===== config.mk =====
export PLATFORM = sky130hd
export DESIGN_NAME = flash_secure_region_cmd_fsm
export DESIGN_NICKNAME = d
export VERILOG_FILES = /design/src/flash_region_host_pkg.sv /design/src/flash_secure_region_cmd_fsm.sv
export SDC_FILE = /design/constraint.sdc
export NUM_CORES = 1
export LEC_CHECK = 0
export ABC_CLOCK_PERIOD_IN_PS = 2000
export BUFFER_PORTS_ARGS = -buffer_cell sky130_fd_sc_hd__buf_2
export CAP_MARGIN = 0
export CORE_ASPECT_RATIO = 1.75
export CORE_UTILIZATION = 50
export CTS_CLUSTER_DIAMETER = 50
export DETAILED_ROUTE_END_ITERATION = 7
export PLACE_DENSITY = 0.87
export SYNTH_ARGS = -nofsm -noshare
export SYNTH_HDL_FRONTEND = slang
export SYNTH_SLANG_ARGS = --single-unit

===== constraint.sdc =====
create_clock -name clk -period 2 [get_ports clk]
set_input_delay 0 -clock clk [delete_from_list [all_inputs] [get_ports clk]]
set_output_delay 0 -clock clk [all_outputs]
set_load 0.03 [all_outputs]

===== src/flash_region_host_pkg.sv =====
// Constants for the host that drives the flash secure-region command sequences.
// Assumes a 16-bit data bus and word addresses on the flash pins.
package flash_region_host_pkg;
  localparam int ADDR_W = 23;
  localparam int DATA_W = 16;
  // Command addresses and data codes.
  localparam logic [10:0] ADDR_UNLOCK_A = 11'h555;
  localparam logic [10:0] ADDR_UNLOCK_B = 11'h2aa;
  localparam logic [7:0] CMD_UNLOCK_A = 8'haa;
  localparam logic [7:0] CMD_UNLOCK_B = 8'h55;
  localparam logic [7:0] CMD_RESET = 8'hf0;
  localparam logic [7:0] CMD_QUERY_EXIT = 8'hff;
  localparam logic [7:0] CMD_STATUS_READ = 8'h70;
  localparam logic [7:0] CMD_WORD_PROG = 8'ha0;
  localparam logic [7:0] CMD_BUF_LOAD = 8'h25;
  localparam logic [7:0] CMD_BUF_CONFIRM = 8'h29;
  localparam logic [7:0] CMD_EXIT_ENTRY = 8'h90;
  localparam logic [7:0] CMD_EXIT = 8'h00;
  localparam int MAX_WORD_COUNT = 127;
  localparam int STATUS_DONE_POS = 7;
  localparam int STATUS_PROTECT_POS = 2;
  // Bus cycle timing: 70 ns access, rounded up to whole 8 ns cycles.
  localparam int CLK_PERIOD_NS = 8;
  localparam int ACCESS_NS = 70;
  localparam int ACCESS_CYCLES = (ACCESS_NS + CLK_PERIOD_NS - 1) / CLK_PERIOD_NS;
  localparam logic [3:0] ACCESS_CNT = 4'(ACCESS_CYCLES);
  // Host operation codes on the command port.
  localparam logic [3:0] OP_QUERY_EXIT = 4'h0;
  localparam logic [3:0] OP_ID_EXIT = 4'h1;
  localparam logic [3:0] OP_READ = 4'h2;
  localparam logic [3:0] OP_STATUS = 4'h3;
  localparam logic [3:0] OP_WORD_PROG = 4'h4;
  localparam logic [3:0] OP_BUF_PROG = 4'h5;
  localparam logic [3:0] OP_REGION_EXIT = 4'h6;
  localparam logic [3:0] OP_RESET = 4'h7;
endpackage


===== src/flash_secure_region_cmd_fsm.sv =====
// Host controller that issues secure-region command sequences to a parallel flash.
// Assumes the flash is already in the secure region, query or identification state
// when a matching operation is requested, and that a single word bus is attached.
// Behaviour
// Query exit by F0h or FFh
// Identification exit by F0h write
// Region: reads, status 70h, F0h return
// Unlock AAh/55h; exit 90h then 00h
// A0h or 25h only when unprotected; the host issues them without reading the protect bit
// Buffer count above 127 refused
// Count down words, confirm 29h same sector
// Completion returns to region state
// Done bit hang cleared by F0h
// No writes while programming runs
// Unlisted writes never issued
`default_nettype none
module flash_secure_region_cmd_fsm
  import flash_region_host_pkg::*;
#(
  parameter int POLL_LIMIT = 65535
) (
  input  wire logic                clk,
  input  wire logic                arst_n,
  input  wire logic                req_valid,
  input  wire logic [3:0]          req_op,
  input  wire logic [ADDR_W-1:0]   req_addr,
  input  wire logic [DATA_W-1:0]   req_data,
  input  wire logic [7:0]          req_count,
  input  wire logic                wdata_valid,
  input  wire logic [DATA_W-1:0]   wdata,
  output logic                     wdata_ready,
  output logic                     busy,
  output logic                     done,
  output logic                     error,
  output logic [DATA_W-1:0]        rdata,
  output logic [ADDR_W-1:0]        flash_addr,
  output logic [DATA_W-1:0]        flash_dq_out,
  output logic                     flash_dq_oe,
  input  wire logic [DATA_W-1:0]   flash_dq_in,
  output logic                     flash_ce_n,
  output logic                     flash_oe_n,
  output logic                     flash_we_n
);
  import flash_region_host_pkg::*;

  // ==========================================================
  // State
  typedef enum logic [3:0] {
    S_IDLE, S_SEQ, S_BUS, S_DATA, S_POLL, S_FINISH
  } phase_t;

  typedef struct packed {
    phase_t              phase;
    logic [2:0]          step;
    logic [3:0]          op;
    logic [ADDR_W-1:0]   sector;
    logic [8:0]          word_counter;
    logic [3:0]          timer;
    logic                bus_write;
    logic [16:0]         polls;
    logic [DATA_W-1:0]   sync1;
    logic [DATA_W-1:0]   sync2;
    logic                wdata_ready;
    logic                busy;
    logic                done;
    logic                error;
    logic [DATA_W-1:0]   rdata;
    logic [ADDR_W-1:0]   flash_addr;
    logic [DATA_W-1:0]   flash_dq_out;
    logic                flash_dq_oe;
    logic                flash_ce_n;
    logic                flash_oe_n;
    logic                flash_we_n;
  } state_t;

  state_t s;
  state_t next_s;

  // Builds an address whose low bits carry a command offset within a sector.
  function automatic logic [ADDR_W-1:0] cmd_addr(input logic [ADDR_W-1:0] base, input logic [10:0] off);
    cmd_addr = {base[ADDR_W-1:11], off};
  endfunction

  // ==========================================================
  // Next-state logic
  // Each operation is a short script of bus cycles; a step that is a write
  // sets up address and data, then S_BUS runs one timed flash cycle.
  always_comb begin
    next_s = s;
    next_s.done = 1'b0;
    next_s.sync1 = flash_dq_in;
    next_s.sync2 = s.sync1;
    case (s.phase)
      S_IDLE: begin
        next_s.busy = 1'b0;
        if (req_valid) begin
          next_s.op = req_op;
          next_s.sector = req_addr;
          next_s.step = 3'd0;
          next_s.error = 1'b0;
          next_s.busy = 1'b1;
          next_s.phase = S_SEQ;
          next_s.word_counter = {1'b0, req_count};
          // refuse large count
          if (req_op == OP_BUF_PROG && req_count > 8'(MAX_WORD_COUNT)) begin
            next_s.error = 1'b1;
            next_s.done = 1'b1;
            next_s.phase = S_IDLE;
            next_s.busy = 1'b0;
          end
          // unknown ops dropped
          if (req_op > OP_RESET) begin
            next_s.error = 1'b1;
            next_s.done = 1'b1;
            next_s.phase = S_IDLE;
            next_s.busy = 1'b0;
          end
        end
      end
      S_SEQ: begin
        next_s.bus_write = 1'b1;
        next_s.phase = S_BUS;
        next_s.step = s.step + 3'd1;
        next_s.flash_addr = s.sector;
        next_s.flash_dq_out = 16'h0000;
        case (s.op)
          // query exit write
          OP_QUERY_EXIT: next_s.flash_dq_out = {8'h00, CMD_QUERY_EXIT};
          // identification exit write
          OP_ID_EXIT: next_s.flash_dq_out = {8'h00, CMD_RESET};
          // region reset return
          OP_RESET: next_s.flash_dq_out = {8'h00, CMD_RESET};
          OP_READ: next_s.bus_write = 1'b0;
          // status read entry
          OP_STATUS: begin
            if (s.step == 3'd0) begin
              next_s.flash_addr = cmd_addr(s.sector, ADDR_UNLOCK_A);
              next_s.flash_dq_out = {8'h00, CMD_STATUS_READ};
            end else begin
              next_s.bus_write = 1'b0;
            end
          end
          default: begin
            // unlock pair first
            if (s.step == 3'd0) begin
              next_s.flash_addr = cmd_addr(s.sector, ADDR_UNLOCK_A);
              next_s.flash_dq_out = {8'h00, CMD_UNLOCK_A};
            end else if (s.step == 3'd1) begin
              next_s.flash_addr = cmd_addr(s.sector, ADDR_UNLOCK_B);
              next_s.flash_dq_out = {8'h00, CMD_UNLOCK_B};
            end else if (s.op == OP_REGION_EXIT && s.step == 3'd2) begin
              // exit entry then exit
              next_s.flash_addr = cmd_addr(s.sector, ADDR_UNLOCK_A);
              next_s.flash_dq_out = {8'h00, CMD_EXIT_ENTRY};
            end else if (s.op == OP_REGION_EXIT) begin
              next_s.flash_dq_out = {8'h00, CMD_EXIT};
            end else if (s.op == OP_WORD_PROG && s.step == 3'd2) begin
              // word program entry
              next_s.flash_addr = cmd_addr(s.sector, ADDR_UNLOCK_A);
              next_s.flash_dq_out = {8'h00, CMD_WORD_PROG};
            end else if (s.op == OP_WORD_PROG) begin
              next_s.flash_dq_out = req_data;
            end else if (s.step == 3'd2) begin
              // buffer load at sector
              next_s.flash_dq_out = {8'h00, CMD_BUF_LOAD};
            end else begin
              next_s.flash_dq_out = {7'h00, s.word_counter};
            end
          end
        endcase
        next_s.flash_dq_oe = next_s.bus_write;
        next_s.flash_ce_n = 1'b0;
        next_s.flash_oe_n = next_s.bus_write;
        next_s.flash_we_n = ~next_s.bus_write;
        next_s.timer = ACCESS_CNT;
      end
      S_BUS: begin
        if (s.timer != 4'h0) begin
          next_s.timer = s.timer - 4'h1;
        end else begin
          next_s.flash_ce_n = 1'b1;
          next_s.flash_oe_n = 1'b1;
          next_s.flash_we_n = 1'b1;
          next_s.flash_dq_oe = 1'b0;
          if (!s.bus_write) begin
            next_s.rdata = s.sync2;
          end
          next_s.phase = S_FINISH;
          if (s.op == OP_STATUS && s.step == 3'd1) next_s.phase = S_SEQ;
          if (s.op == OP_REGION_EXIT && s.step != 3'd4) next_s.phase = S_SEQ;
          if ((s.op == OP_WORD_PROG) && s.step != 3'd4) next_s.phase = S_SEQ;
          if (s.op == OP_WORD_PROG && s.step == 3'd4) next_s.phase = S_POLL;
          if (s.op == OP_BUF_PROG && s.step < 3'd4) next_s.phase = S_SEQ;
          if (s.op == OP_BUF_PROG && s.step >= 3'd4) begin
            next_s.phase = S_DATA;
            // ready only while words remain.
            // Once the count has run out, ready stays low so that no extra word is taken.
            next_s.wdata_ready = (s.word_counter != 9'h1ff);
          end
          // Status poll reads re-enter polling.
          if (s.op >= OP_WORD_PROG && s.op <= OP_BUF_PROG && s.step == 3'd6) next_s.phase = S_POLL;
        end
      end
      S_DATA: begin
        // count down then confirm
        if (s.word_counter == 9'h1ff) begin
          next_s.wdata_ready = 1'b0;
          next_s.flash_addr = s.sector;
          next_s.flash_dq_out = {8'h00, CMD_BUF_CONFIRM};
          next_s.bus_write = 1'b1;
          next_s.step = 3'd6;
          next_s.phase = S_BUS;
          next_s.timer = ACCESS_CNT;
          next_s.flash_dq_oe = 1'b1;
          next_s.flash_ce_n = 1'b0;
          next_s.flash_we_n = 1'b0;
        end else if (wdata_valid && s.wdata_ready) begin
          next_s.wdata_ready = 1'b0;
          next_s.flash_addr = s.sector;
          next_s.flash_dq_out = wdata;
          next_s.bus_write = 1'b1;
          next_s.word_counter = s.word_counter - 9'h001;
          next_s.step = 3'd5;
          next_s.phase = S_BUS;
          next_s.timer = ACCESS_CNT;
          next_s.flash_dq_oe = 1'b1;
          next_s.flash_ce_n = 1'b0;
          next_s.flash_we_n = 1'b0;
        end
      end
      S_POLL: begin
        // only reads while busy
        next_s.bus_write = 1'b0;
        next_s.step = 3'd6;
        next_s.flash_addr = s.sector;
        next_s.flash_ce_n = 1'b0;
        next_s.flash_oe_n = 1'b0;
        next_s.timer = ACCESS_CNT;
        next_s.phase = S_BUS;
        next_s.polls = s.polls + 17'h00001;
        // done bit ends program
        if (s.polls != 17'h0 && s.rdata[STATUS_DONE_POS] && !s.rdata[5]) begin
          next_s.phase = S_FINISH;
          next_s.flash_ce_n = 1'b1;
          next_s.flash_oe_n = 1'b1;
        end else if (s.polls >= 17'(POLL_LIMIT)) begin
          // hang cleared by F0h
          next_s.op = OP_RESET;
          next_s.error = 1'b1;
          next_s.step = 3'd0;
          next_s.phase = S_SEQ;
          next_s.flash_ce_n = 1'b1;
          next_s.flash_oe_n = 1'b1;
        end
      end
      default: begin
        next_s.polls = 17'h0;
        next_s.done = 1'b1;
        next_s.busy = 1'b0;
        next_s.phase = S_IDLE;
      end
    endcase
  end

  // ==========================================================
  // State register
  always_ff @(posedge clk or negedge arst_n) begin
    if (!arst_n) begin
      s <= '0;
      s.flash_ce_n <= 1'b1;
      s.flash_oe_n <= 1'b1;
      s.flash_we_n <= 1'b1;
    end else begin
      s <= next_s;
    end
  end

  assign wdata_ready = s.wdata_ready;
  assign busy = s.busy;
  assign done = s.done;
  assign error = s.error;
  assign rdata = s.rdata;
  assign flash_addr = s.flash_addr;
  assign flash_dq_out = s.flash_dq_out;
  assign flash_dq_oe = s.flash_dq_oe;
  assign flash_ce_n = s.flash_ce_n;
  assign flash_oe_n = s.flash_oe_n;
  assign flash_we_n = s.flash_we_n;
endmodule
`default_nettype wire


# Word-level counts from Yosys, hierarchy flattened
# Cells that the tools add are included.
[op_classes]
n_addsub = 4
magnitude_cmp = 7
eq_ne = 28
n_mux = 65
bitwise = 3
reduce_logical = 48
[ops]
columns = ["cell", "count"]
rows = [
  ["$mux W27", 4],
  ["$mux W41", 2],
  ["$pmux W23 S3", 1],
  ["$pmux W16 S4", 1],
  ["$mux W16", 3],
  ["$mux W43", 1],
  ["$mux W4", 9],
  ["$pmux W17 S2", 1],
  ["$pmux W16 S2", 1],
  ["$mux W9", 3],
  ["$eq A4 B3 Y1 const B", 6],
  ["$mux W11", 2],
  ["$pmux W11 S2", 1],
  ["$mux W7", 3],
  ["$pmux W4 S5", 1],
  ["$pmux W9 S2", 1],
  ["$reduce_and A3 Y1", 6],
  ["$add A17 B1 Y17 const B", 1],
  ["$ge A17 B16 Y1 const B", 1],
  ["$reduce_bool A17 Y1", 1],
  ["$eq A4 B2 Y1 const B", 4],
  ["$ne A2 B2 Y1 const B", 8],
  ["$mux W3", 5],
  ["$logic_and A1 B1 Y1", 14],
  ["38 further kinds", 75],
]
[word_totals]
reg_bits = 160
in_bits = 87
output_inout_bits = 63
wordCells = 176

# Logic depth before layout (Yosys ltp)
# Gate-level depths: netlist of run 1.
[depth]
ltp_word = 11
mapped_depth = 10
ltp_nobuf = 10

# Worst setup path after synthesis of run 1
# OpenSTA, ideal clock, no wires.
[synth_timing]
kind = "reg-to-reg"
start = "register s[95] (netlist bit)"
end = "register s[150] (netlist bit)"
setup_ns = 0.080
arrival_ns = 1.997
t_required_ns = 1.920
setup_slack_ns = -0.076
path_stages_with_launch = 11
path_buffers = 0
period_less_slack_ns = 2.076
path_cell_list = "dfrtp_1 ha_1 nand3_1 nor4_1 and2_1 ha_1 nor2_1 nor2_1 a31oi_1 a21oi_2 a2bb2oi_1"
[synth_via]
elab_chain_cells = 5
elab_cells_between_ends = 7
cone_classes = "order compare (1); eq/ne (2); reduce/logical (4)"
[synth_rtl]
columns = ["element", "line_no", "source"]
rows = [
  ["start, declared", "flash_secure_region_cmd_fsm.sv:76", "state_t s;"],
  ["start signal, assigned", "flash_secure_region_cmd_fsm.sv:274", "s <= next_s;"],
  ["branches (longest 4 deep; another with $ge A17 B16 Y1)", "-", ""],
  ["$reduce_and A4 Y1 (no source line) (*)", "-", ""],
]
# Mark *: on every way between the ends.
# A chain may end at the register's enable or synchronous reset.

# Worst setup path in the final report of run 1
[layout_timing]
start = "register s[106] (netlist bit)"
end = "register s, in the netlist error"
# Same word-level chain as after synthesis.

==> results of run 1 <==
-- flip-flops by register name, summed over array words and instances (netlist names) --
signal,flops
wdata_ready,1
flash_addr,23
done,1
flash_we_n,1
flash_ce_n,1
flash_oe_n,1
rdata,16
flash_dq_out,16
flash_dq_oe,1
s,80
next_s,16
error,1
busy,1
-- per-stage QoR --
step,area [µm²],TNS (ns),util,hold slack (ns)
floorplan,7710,0,-,-0.296
global placement,8700,0,0.581,-0.00203
detailed placement,8700,-0.352,0.581,0.00319
CTS,10100,0,0.675,0.0142
global route,10200,-0.219,0.681,0.0302
finish,10200,0,0.681,0.0180
-- final cells by class --
| class | count | area [µm²] |
|---|---|---|
| Tap cell | 183 | 229 |
| Timing Repair Buffer | 303 | 2160 |
| Multi-Input combinational cell | 538 | 3180 |
| Inverter | 17 | 63.8 |
| Clock inverter | 15 | 164 |
| Clock buffer | 17 | 425 |
| Fill cell | 1062 | 4790 |
| Sequential cell | 159 | 3980 |
-- cells by family (layout without fill, tap and decap cells) --
kind of cell	count (synthesis)	count (layout)	synth area share
simple gates	311	311	0.186
compound gates	194	194	0.161
flops	159	159	0.517
buf+inv	112	352	0.0862
mux	21	21	0.0302
fa+ha+maj	11	11	0.0179
xor+xnor	1	1	0.00114
-- worst max-delay path by stage --
stage | endpoint | cells after the start
5_1_grt | error | 10
6_report | error | 10
4_1_cts | flash_dq_out[6] | 8
3_5_place_dp | flash_dq_out[6] | 8
3_3_place_gp | flash_dq_out[4] | 8
2_1_floorplan | s[150] | 10
-- per-layer routing --
layer	vias to the layer above	share of wire
met5	-	0
met4	0	0.067
met2	342	0.52
met3	107	0.063
li1	3226	-
met1	3434	0.35
-- worst min-delay path, stage by stage --
cell and delay, ns:
buf_2 0.10, o21ai_0 0.06, a21oi_1 0.07, a21oi_1 0.10
o21ai_0 0.07
-- Yosys cell counts, drive strengths merged, types with 4 or more instances --
cell type and n:
a21oi 44, a2bb2oi 4, a31oi 17, a32oi 10, a41oi 4, and2 7, and3 4, buf 78
clkbuf 17, dfrtp 156, ha 11, inv 17, mux2 18, nand2 159, nand2b 9, nand3 18
nand4 5, nor2 61, nor2b 10, nor3 10, nor4 7, o211ai 8, o21ai 63, o22ai 4
o31ai 4, or3b 5
-- timing repair --
item	CTS	global route
pin swaps	5	7
buffers inserted	3	6
resized for setup	15	14
endpoints found under the setup margin	22	35
hold buffers	73	0
endpoints found under the hold margin	129	0
-- power groups by stage --
stage | sequential, mW | combinational (mW) | clock, mW
after detailed placement | 5.11 | 7.08 | 0
after floorplan | 5.04 | 5.36 | 0
after CTS | 5.08 | 7.38 | 3.24
after global placement | 5.06 | 6.90 | 0
after global routing | 5.27 | 8.21 | 3.38
final | 5.14 | 7.63 | 3.19
==> impl_metrics.csv, run 1 <==
group,metric,value,unit
timing,setup_slack,0.0579,ns
place,io_buffers,149,
setup_path,rr_startpoint,"s[106]",
synth,synth-edff-count,0,
setup_path,crit_arrival,2.22,ns
hold_path,whs_path_depth,5,
pwr,p_leak,4.84,nW
drt,drtPass1Iterations,5,
timing,setup_viol,0,
synth,syn_inst,809,
global_routing,grt_util_all_layers,0.282,
drt,post_drt_wl_per_cell,18.0,µm
drt,ant_nets,0,
global_routing,grt_pass1_vias,7162,
pwr,p_int,8.95,mW
global_routing,overflow,0,
timing,slew_headroom,0.559,
floorplan,core,0.0150,mm²
global_routing,grt_antenna_before_repair,0,
drt,vias_per_cell,5.77,
timing,tightest_slew,0.652,ns
synth,syn_area,0.00770,mm²
cells_and_area,final_cells,1232,
setup_path,r2r-end,"error",
clock_tree,htree_levels,4,
cells_and_area,areaGrowthSynthToFinish,32.4,%
pwr,ir_worst_vdd,0.912,mV
drt,drt_iter0_markers,462,
global_routing,grt_first_pass_wirelength,34100,µm
pwr,power,16.0,mW
run_status,status,"finished, final reports clean",
drt,wl,22200,µm
floorplan,die_h,166,µm
floorplan,num_rows,59,
setup_path,timing.critical_path.buf_inv,1,
pwr,power_density,1570,mW/mm²
setup_path,cp_cell_sequence,"and3_1, and3_1, and2_1, ha_2, nor2_1, nor2_1, a31oi_1, a21oi_2, buf_6, a2bb2oi_2",
hold_path,holdPathEnd,"flash_dq_out[2]",
synth,synth_seq_area_share,0.517,
synth,avgSynthCellArea,9.52,µm²
hold_path,min_from,"wdata[2]",
place,gp_congestion,0.952,
setup_path,crit_start,"s[106]",
hold_path,hold_class,"in2reg",
global_routing,grt_start_max_net_pins,61,
synth,yosysTopAreaCellShare,0.507,
synth,synth_fp_nets,907,
synth,synth_seq_cells,159,
timing,rsz0062_at_grt,"yes",
timing,skew,0.0116,ns
job,cap_violations,0,
floorplan,initial_core_util,0.514,
pwr,p_sw_frac,0.439,
clock_tree,root_buffer,"clkbuf_16",
setup_path,r2r_cells,10,
synth,yosys-top-cells-area,"dfrtp_1, nand2_1, buf_4",
setup_path,required,2.28,ns
clock_tree,cts_tree,"done",
drt,vias,7109,
clock_tree,numCtsBuffers,17,
floorplan,die_x,95.8,µm
floorplan,ios,150,
setup_path,r2r_slack,0.06,ns
place,dp_slack,-0.0693,ns
drt,drc_errors,0,
setup_path,crit_fanout,5,
synth,synth_top_area_cell,"dfrtp_1",
setup_path,critical_path_class,"reg2reg",
setup_path,worstSetupStartpointType,"register",
clock_tree,clk_pin_slew_worst_paths,0.07,ns
pwr,pwr-share-comb,0.478,
global_routing,gr-usage-met1,0.289,
pwr,p_switching,7.01,mW
timing,fin_crit,1.94,ns
floorplan,dieArea,0.0159,mm²
place,placed_cells,1118,
timing,slew_violations,0,
cells_and_area,drive_above_1_share,0.305,
global_routing,busiest_layer,"met2",
timing,fmax,515,MHz
setup_path,path_delay_family,"simple AND/OR/NAND/NOR gates",
pwr,seqPwrFrac,0.322,
synth,synth_warnings,0,
place,dpl.hpwl,14300,µm
timing,hold_viol,0,
timing,finalCritPeriodShare,0.971,
synth,synthDistinctLibCells,74,
global_routing,grtUsageMet2,0.495,
setup_path,crit_path_top_delay_cell,"dfrtp_1",
pwr,clkPwrFrac,0.200,
setup_path,max_stage_delay,0.40,ns
clock_tree,clock_latency,0.43,ns
cells_and_area,layout_commonest_cell,"nand2_1",
setup_path,end_kind,"register",
synth,synthArstFlopShare,1.00,
cells_and_area,n_antenna_cell,0,
clock_tree,clkSinkCount,159,
synth,synth_ff_type,"dfrtp_1",
cells_and_area,final_nets,1134,
global_routing,use_met3,0.0527,
clock_tree,clockBufferDepth,2,
cells_and_area,final_cell_mix,"nand2_1, dfrtp_1, buf_2, buf_4, dlygate4sd3_1",
Power figures use the tool's default switching activity.
==> run 2: changes to the inputs <==
--- a/config.mk
+++ b/config.mk
@@ -5,6 +5,7 @@
 export SDC_FILE = /design/constraint.sdc
 export NUM_CORES = 1
 export LEC_CHECK = 0
+export ABC_AREA = 1
 export ABC_CLOCK_PERIOD_IN_PS = 2000
 export BUFFER_PORTS_ARGS = -buffer_cell sky130_fd_sc_hd__buf_2
 export CAP_MARGIN = 0
==> run 2 against run 1 <==
  * The run now ends with setup timing left
  * Combinational power down 11%
  * Routed wire length decreased by 9.7%
  * Cell count up 8.4%
  * Design area barely moved
  * Register-to-register slack lost 0.23 ns
  * Clock skew shrank 0.0019 ns
  * Critical endpoint is now s[155]
  * Highest routed layer unchanged
==> impl_metrics.csv, run 2 <==
group,metric,value,unit
run_status,status,"finished, violations left",
run_status,violations,"setup timing",
synth,synthArstFlopShare,1.00,
timing,fin_hold_ws,0.0197,ns
synth,synth_seq_cells,159,
cells_and_area,fillers,1118,
pwr,power_density,1480,mW/mm²
drt,drtPass1Iterations,7,
job,cap_violations,0,
synth,synth_seq_area_share,0.507,
cells_and_area,final_cell_mix,"nand2_1, dfrtp_1, buf_2, inv_1, nor2_1",
drt,vias_per_cell,5.27,
synth,synth-xor-area-share,0.00334,
cells_and_area,top_register,"s",
setup_path,crit_arrival,2.49,ns
synth,synth_warnings,0,
timing,fmax,460,MHz
floorplan,num_rows,60,
global_routing,grt_first_pass_wirelength,32700,µm
timing,skew,0.00963,ns
global_routing,grt_pass1_vias,7002,
place,io_buffers,149,
place,placed_cell_area,0.00863,mm²
drt,drt_iter0_markers,518,
synth,synth_top_area_cell,"dfrtp_1",
floorplan,die_h,168,µm
cells_and_area,areaGrowthSynthToFinish,29.8,%
synth,yosysMostFrequentCell,"nand2_1",
floorplan,dieArea,0.0162,mm²
synth,yosys.area_share.simple,0.214,
hold_path,whs_path_depth,5,
clock_tree,htree_levels,4,
floorplan,die_x,96.8,µm
synth,synth-edff-count,0,
synth,synth_fp_nets,1021,
synth,syn_inst,923,
cells_and_area,drive_above_1_share,0.258,
pwr,p_leak,5.14,nW
drt,wl,20000,µm
cells_and_area,layout_commonest_cell,"nand2_1",
drt,post_drt_wl_per_cell,15.0,µm
global_routing,grt_util_all_layers,0.250,
synth,synthTopCellsByCount,"nand2_1, dfrtp_1, inv_1, nor2_1, o21ai_0",
drt,drc_errors,0,
synth,syn_area,0.00786,mm²
cells_and_area,stdcell_area,0.0102,mm²
synth,synth_ff_type,"dfrtp_1",
clock_tree,clock_latency,0.43,ns
cells_and_area,final_nets,1234,
setup_path,end_kind,"register",
synth,yosys-top-cells-area,"dfrtp_1, nand2_1, buf_4",
place,gp_congestion,0.924,
timing,setup_slack,-0.174,ns
clock_tree,numCtsBuffers,17,
setup_path,critical_path_class,"reg2reg",
clock_tree,cts_tree,"done",
global_routing,grt_start_max_net_pins,56,
global_routing,overflow,0,
setup_path,crit_fanout,3,
timing,hold_viol,0,
synth,yosysTopAreaCellShare,0.497,
drt,ant_nets,0,
setup_path,worstSetupStartpointType,"register",
timing,fin_setup_tns,-1.49,ns
clock_tree,clk_pin_slew_worst_paths,0.07,ns
synth,synth_top_family_by_area,"simple AND/OR/NAND/NOR gates",
place,dpl.hpwl,13100,µm
global_routing,grt_antenna_before_repair,0,
cells_and_area,largest_reg_flops,80,
drt,vias,7030,
synth,avgSynthCellArea,8.52,µm²
clock_tree,root_buffer,"clkbuf_16",
pwr,ir_worst_vdd,0.946,mV
timing,finalCritPeriodShare,1.09,
pwr,power,15.1,mW
timing,rsz0062_at_grt,"yes",
timing,fin_crit,2.17,ns
timing,slew_violations,0,
floorplan,core,0.0154,mm²
hold_path,hold_class,"in2reg",
clock_tree,clkSinkCount,159,
clock_tree,clockBufferDepth,2,
cells_and_area,n_antenna_cell,0,
timing,tightest_slew,0.482,ns
timing,slew_headroom,0.679,
timing,setup_viol,13,
synth,synth-compound-area-share,0.113,
synth,synth_adder_area_share,0.0175,
floorplan,ios,150,
floorplan,initial_core_util,0.511,
setup_path,r2r_cells,17,
setup_path,required,2.32,ns
synth,synthDistinctLibCells,43,
synth,synth_mux_area_frac,0.0253,
## run 2: critical path: stages, from the launching register on
cell	delay, ns
dfrtp_1	0.37
ha_2	0.23
nand3_4	0.10
nor2_4	0.11
nand2_2	0.06
nor2_2	0.10
nand4_1	0.12
nor2_1	0.11
nand2_1	0.08
nor2_1	0.10
ha_2	0.20
nor2_4	0.05
nand2_4	0.08
nand2_1	0.06
nand2_1	0.08
nand3_1	0.08
nand2_1	0.08
nand2_1	0.06
## run 2: what timing repair did
action / CTS / global route
hold endpoints to repair: 225 / 0
pin swaps: 6 / 4
buffers inserted: 16 / 1
hold buffers: 75 / 0
resized for setup: 10 / 12
setup endpoints to repair: 10 / 26
## run 2: area by class of cell
type | instances | area [µm²] | area share
Sequential cell | 159 | 3980 | 0.390
Multi-Input combinational cell | 581 | 3020 | 0.296
Timing Repair Buffer | 277 | 1970 | 0.193
Clock buffer | 17 | 425 | 0.0417
Inverter | 100 | 378 | 0.0370
Tap cell | 186 | 233 | 0.0228
Clock inverter | 15 | 195 | 0.0191
## run 2: cell families (layout without fill, tap and decap cells)
logic type,after synthesis,after routing
AND/OR/NAND/NOR,391,391
buffers and inverters,183,409
AO/OA/AOI/OAI,161,161
flip-flops,159,159
multiplexers,15,15
adder cells (fa/ha/maj),11,11
XOR/XNOR,3,3
## run 2: stage by stage
step                      setup slack [ns]  cells   util
final                               -0.174   1335  0.663
after global placement             -0.0892   1211  0.561
after global routing                -0.353   1335  0.663
after detailed placement            -0.184   1211  0.561
after floorplan                    -0.0476    923      -
after CTS                           -0.116   1334  0.660
## run 2: path summary, 6_finish.rpt
check                                 start         endpoint  slack [ns]
worst min-delay path            req_data[8]  flash_dq_out[8]        0.02
max in group asynchronous            arst_n       flash_we_n        1.23
worst max-delay path                  s[96]           s[155]       -0.17
min in group asynchronous            arst_n         rdata[1]        0.05
worst min register to register   next_s[73]            s[73]        0.35
worst max register to register        s[96]           s[155]       -0.17
## run 2: metal layers
layer | up-vias | global-route usage | part of all wire
met5 | - | 0 | 0
met4 | 0 | 0.133 | 0.043
met3 | 75 | 0.0527 | 0.053
met2 | 276 | 0.438 | 0.52
met1 | 3320 | 0.285 | 0.39
li1 | 3359 | - | -
## run 2: power breakdown
| part | switching, mW | total, mW | internal [mW] |
|---|---|---|---|
| registers | 0.633 | 4.93 | 4.30 |
| logic | 4.47 | 6.82 | 2.35 |
| clock network | 1.53 | 3.34 | 1.80 |
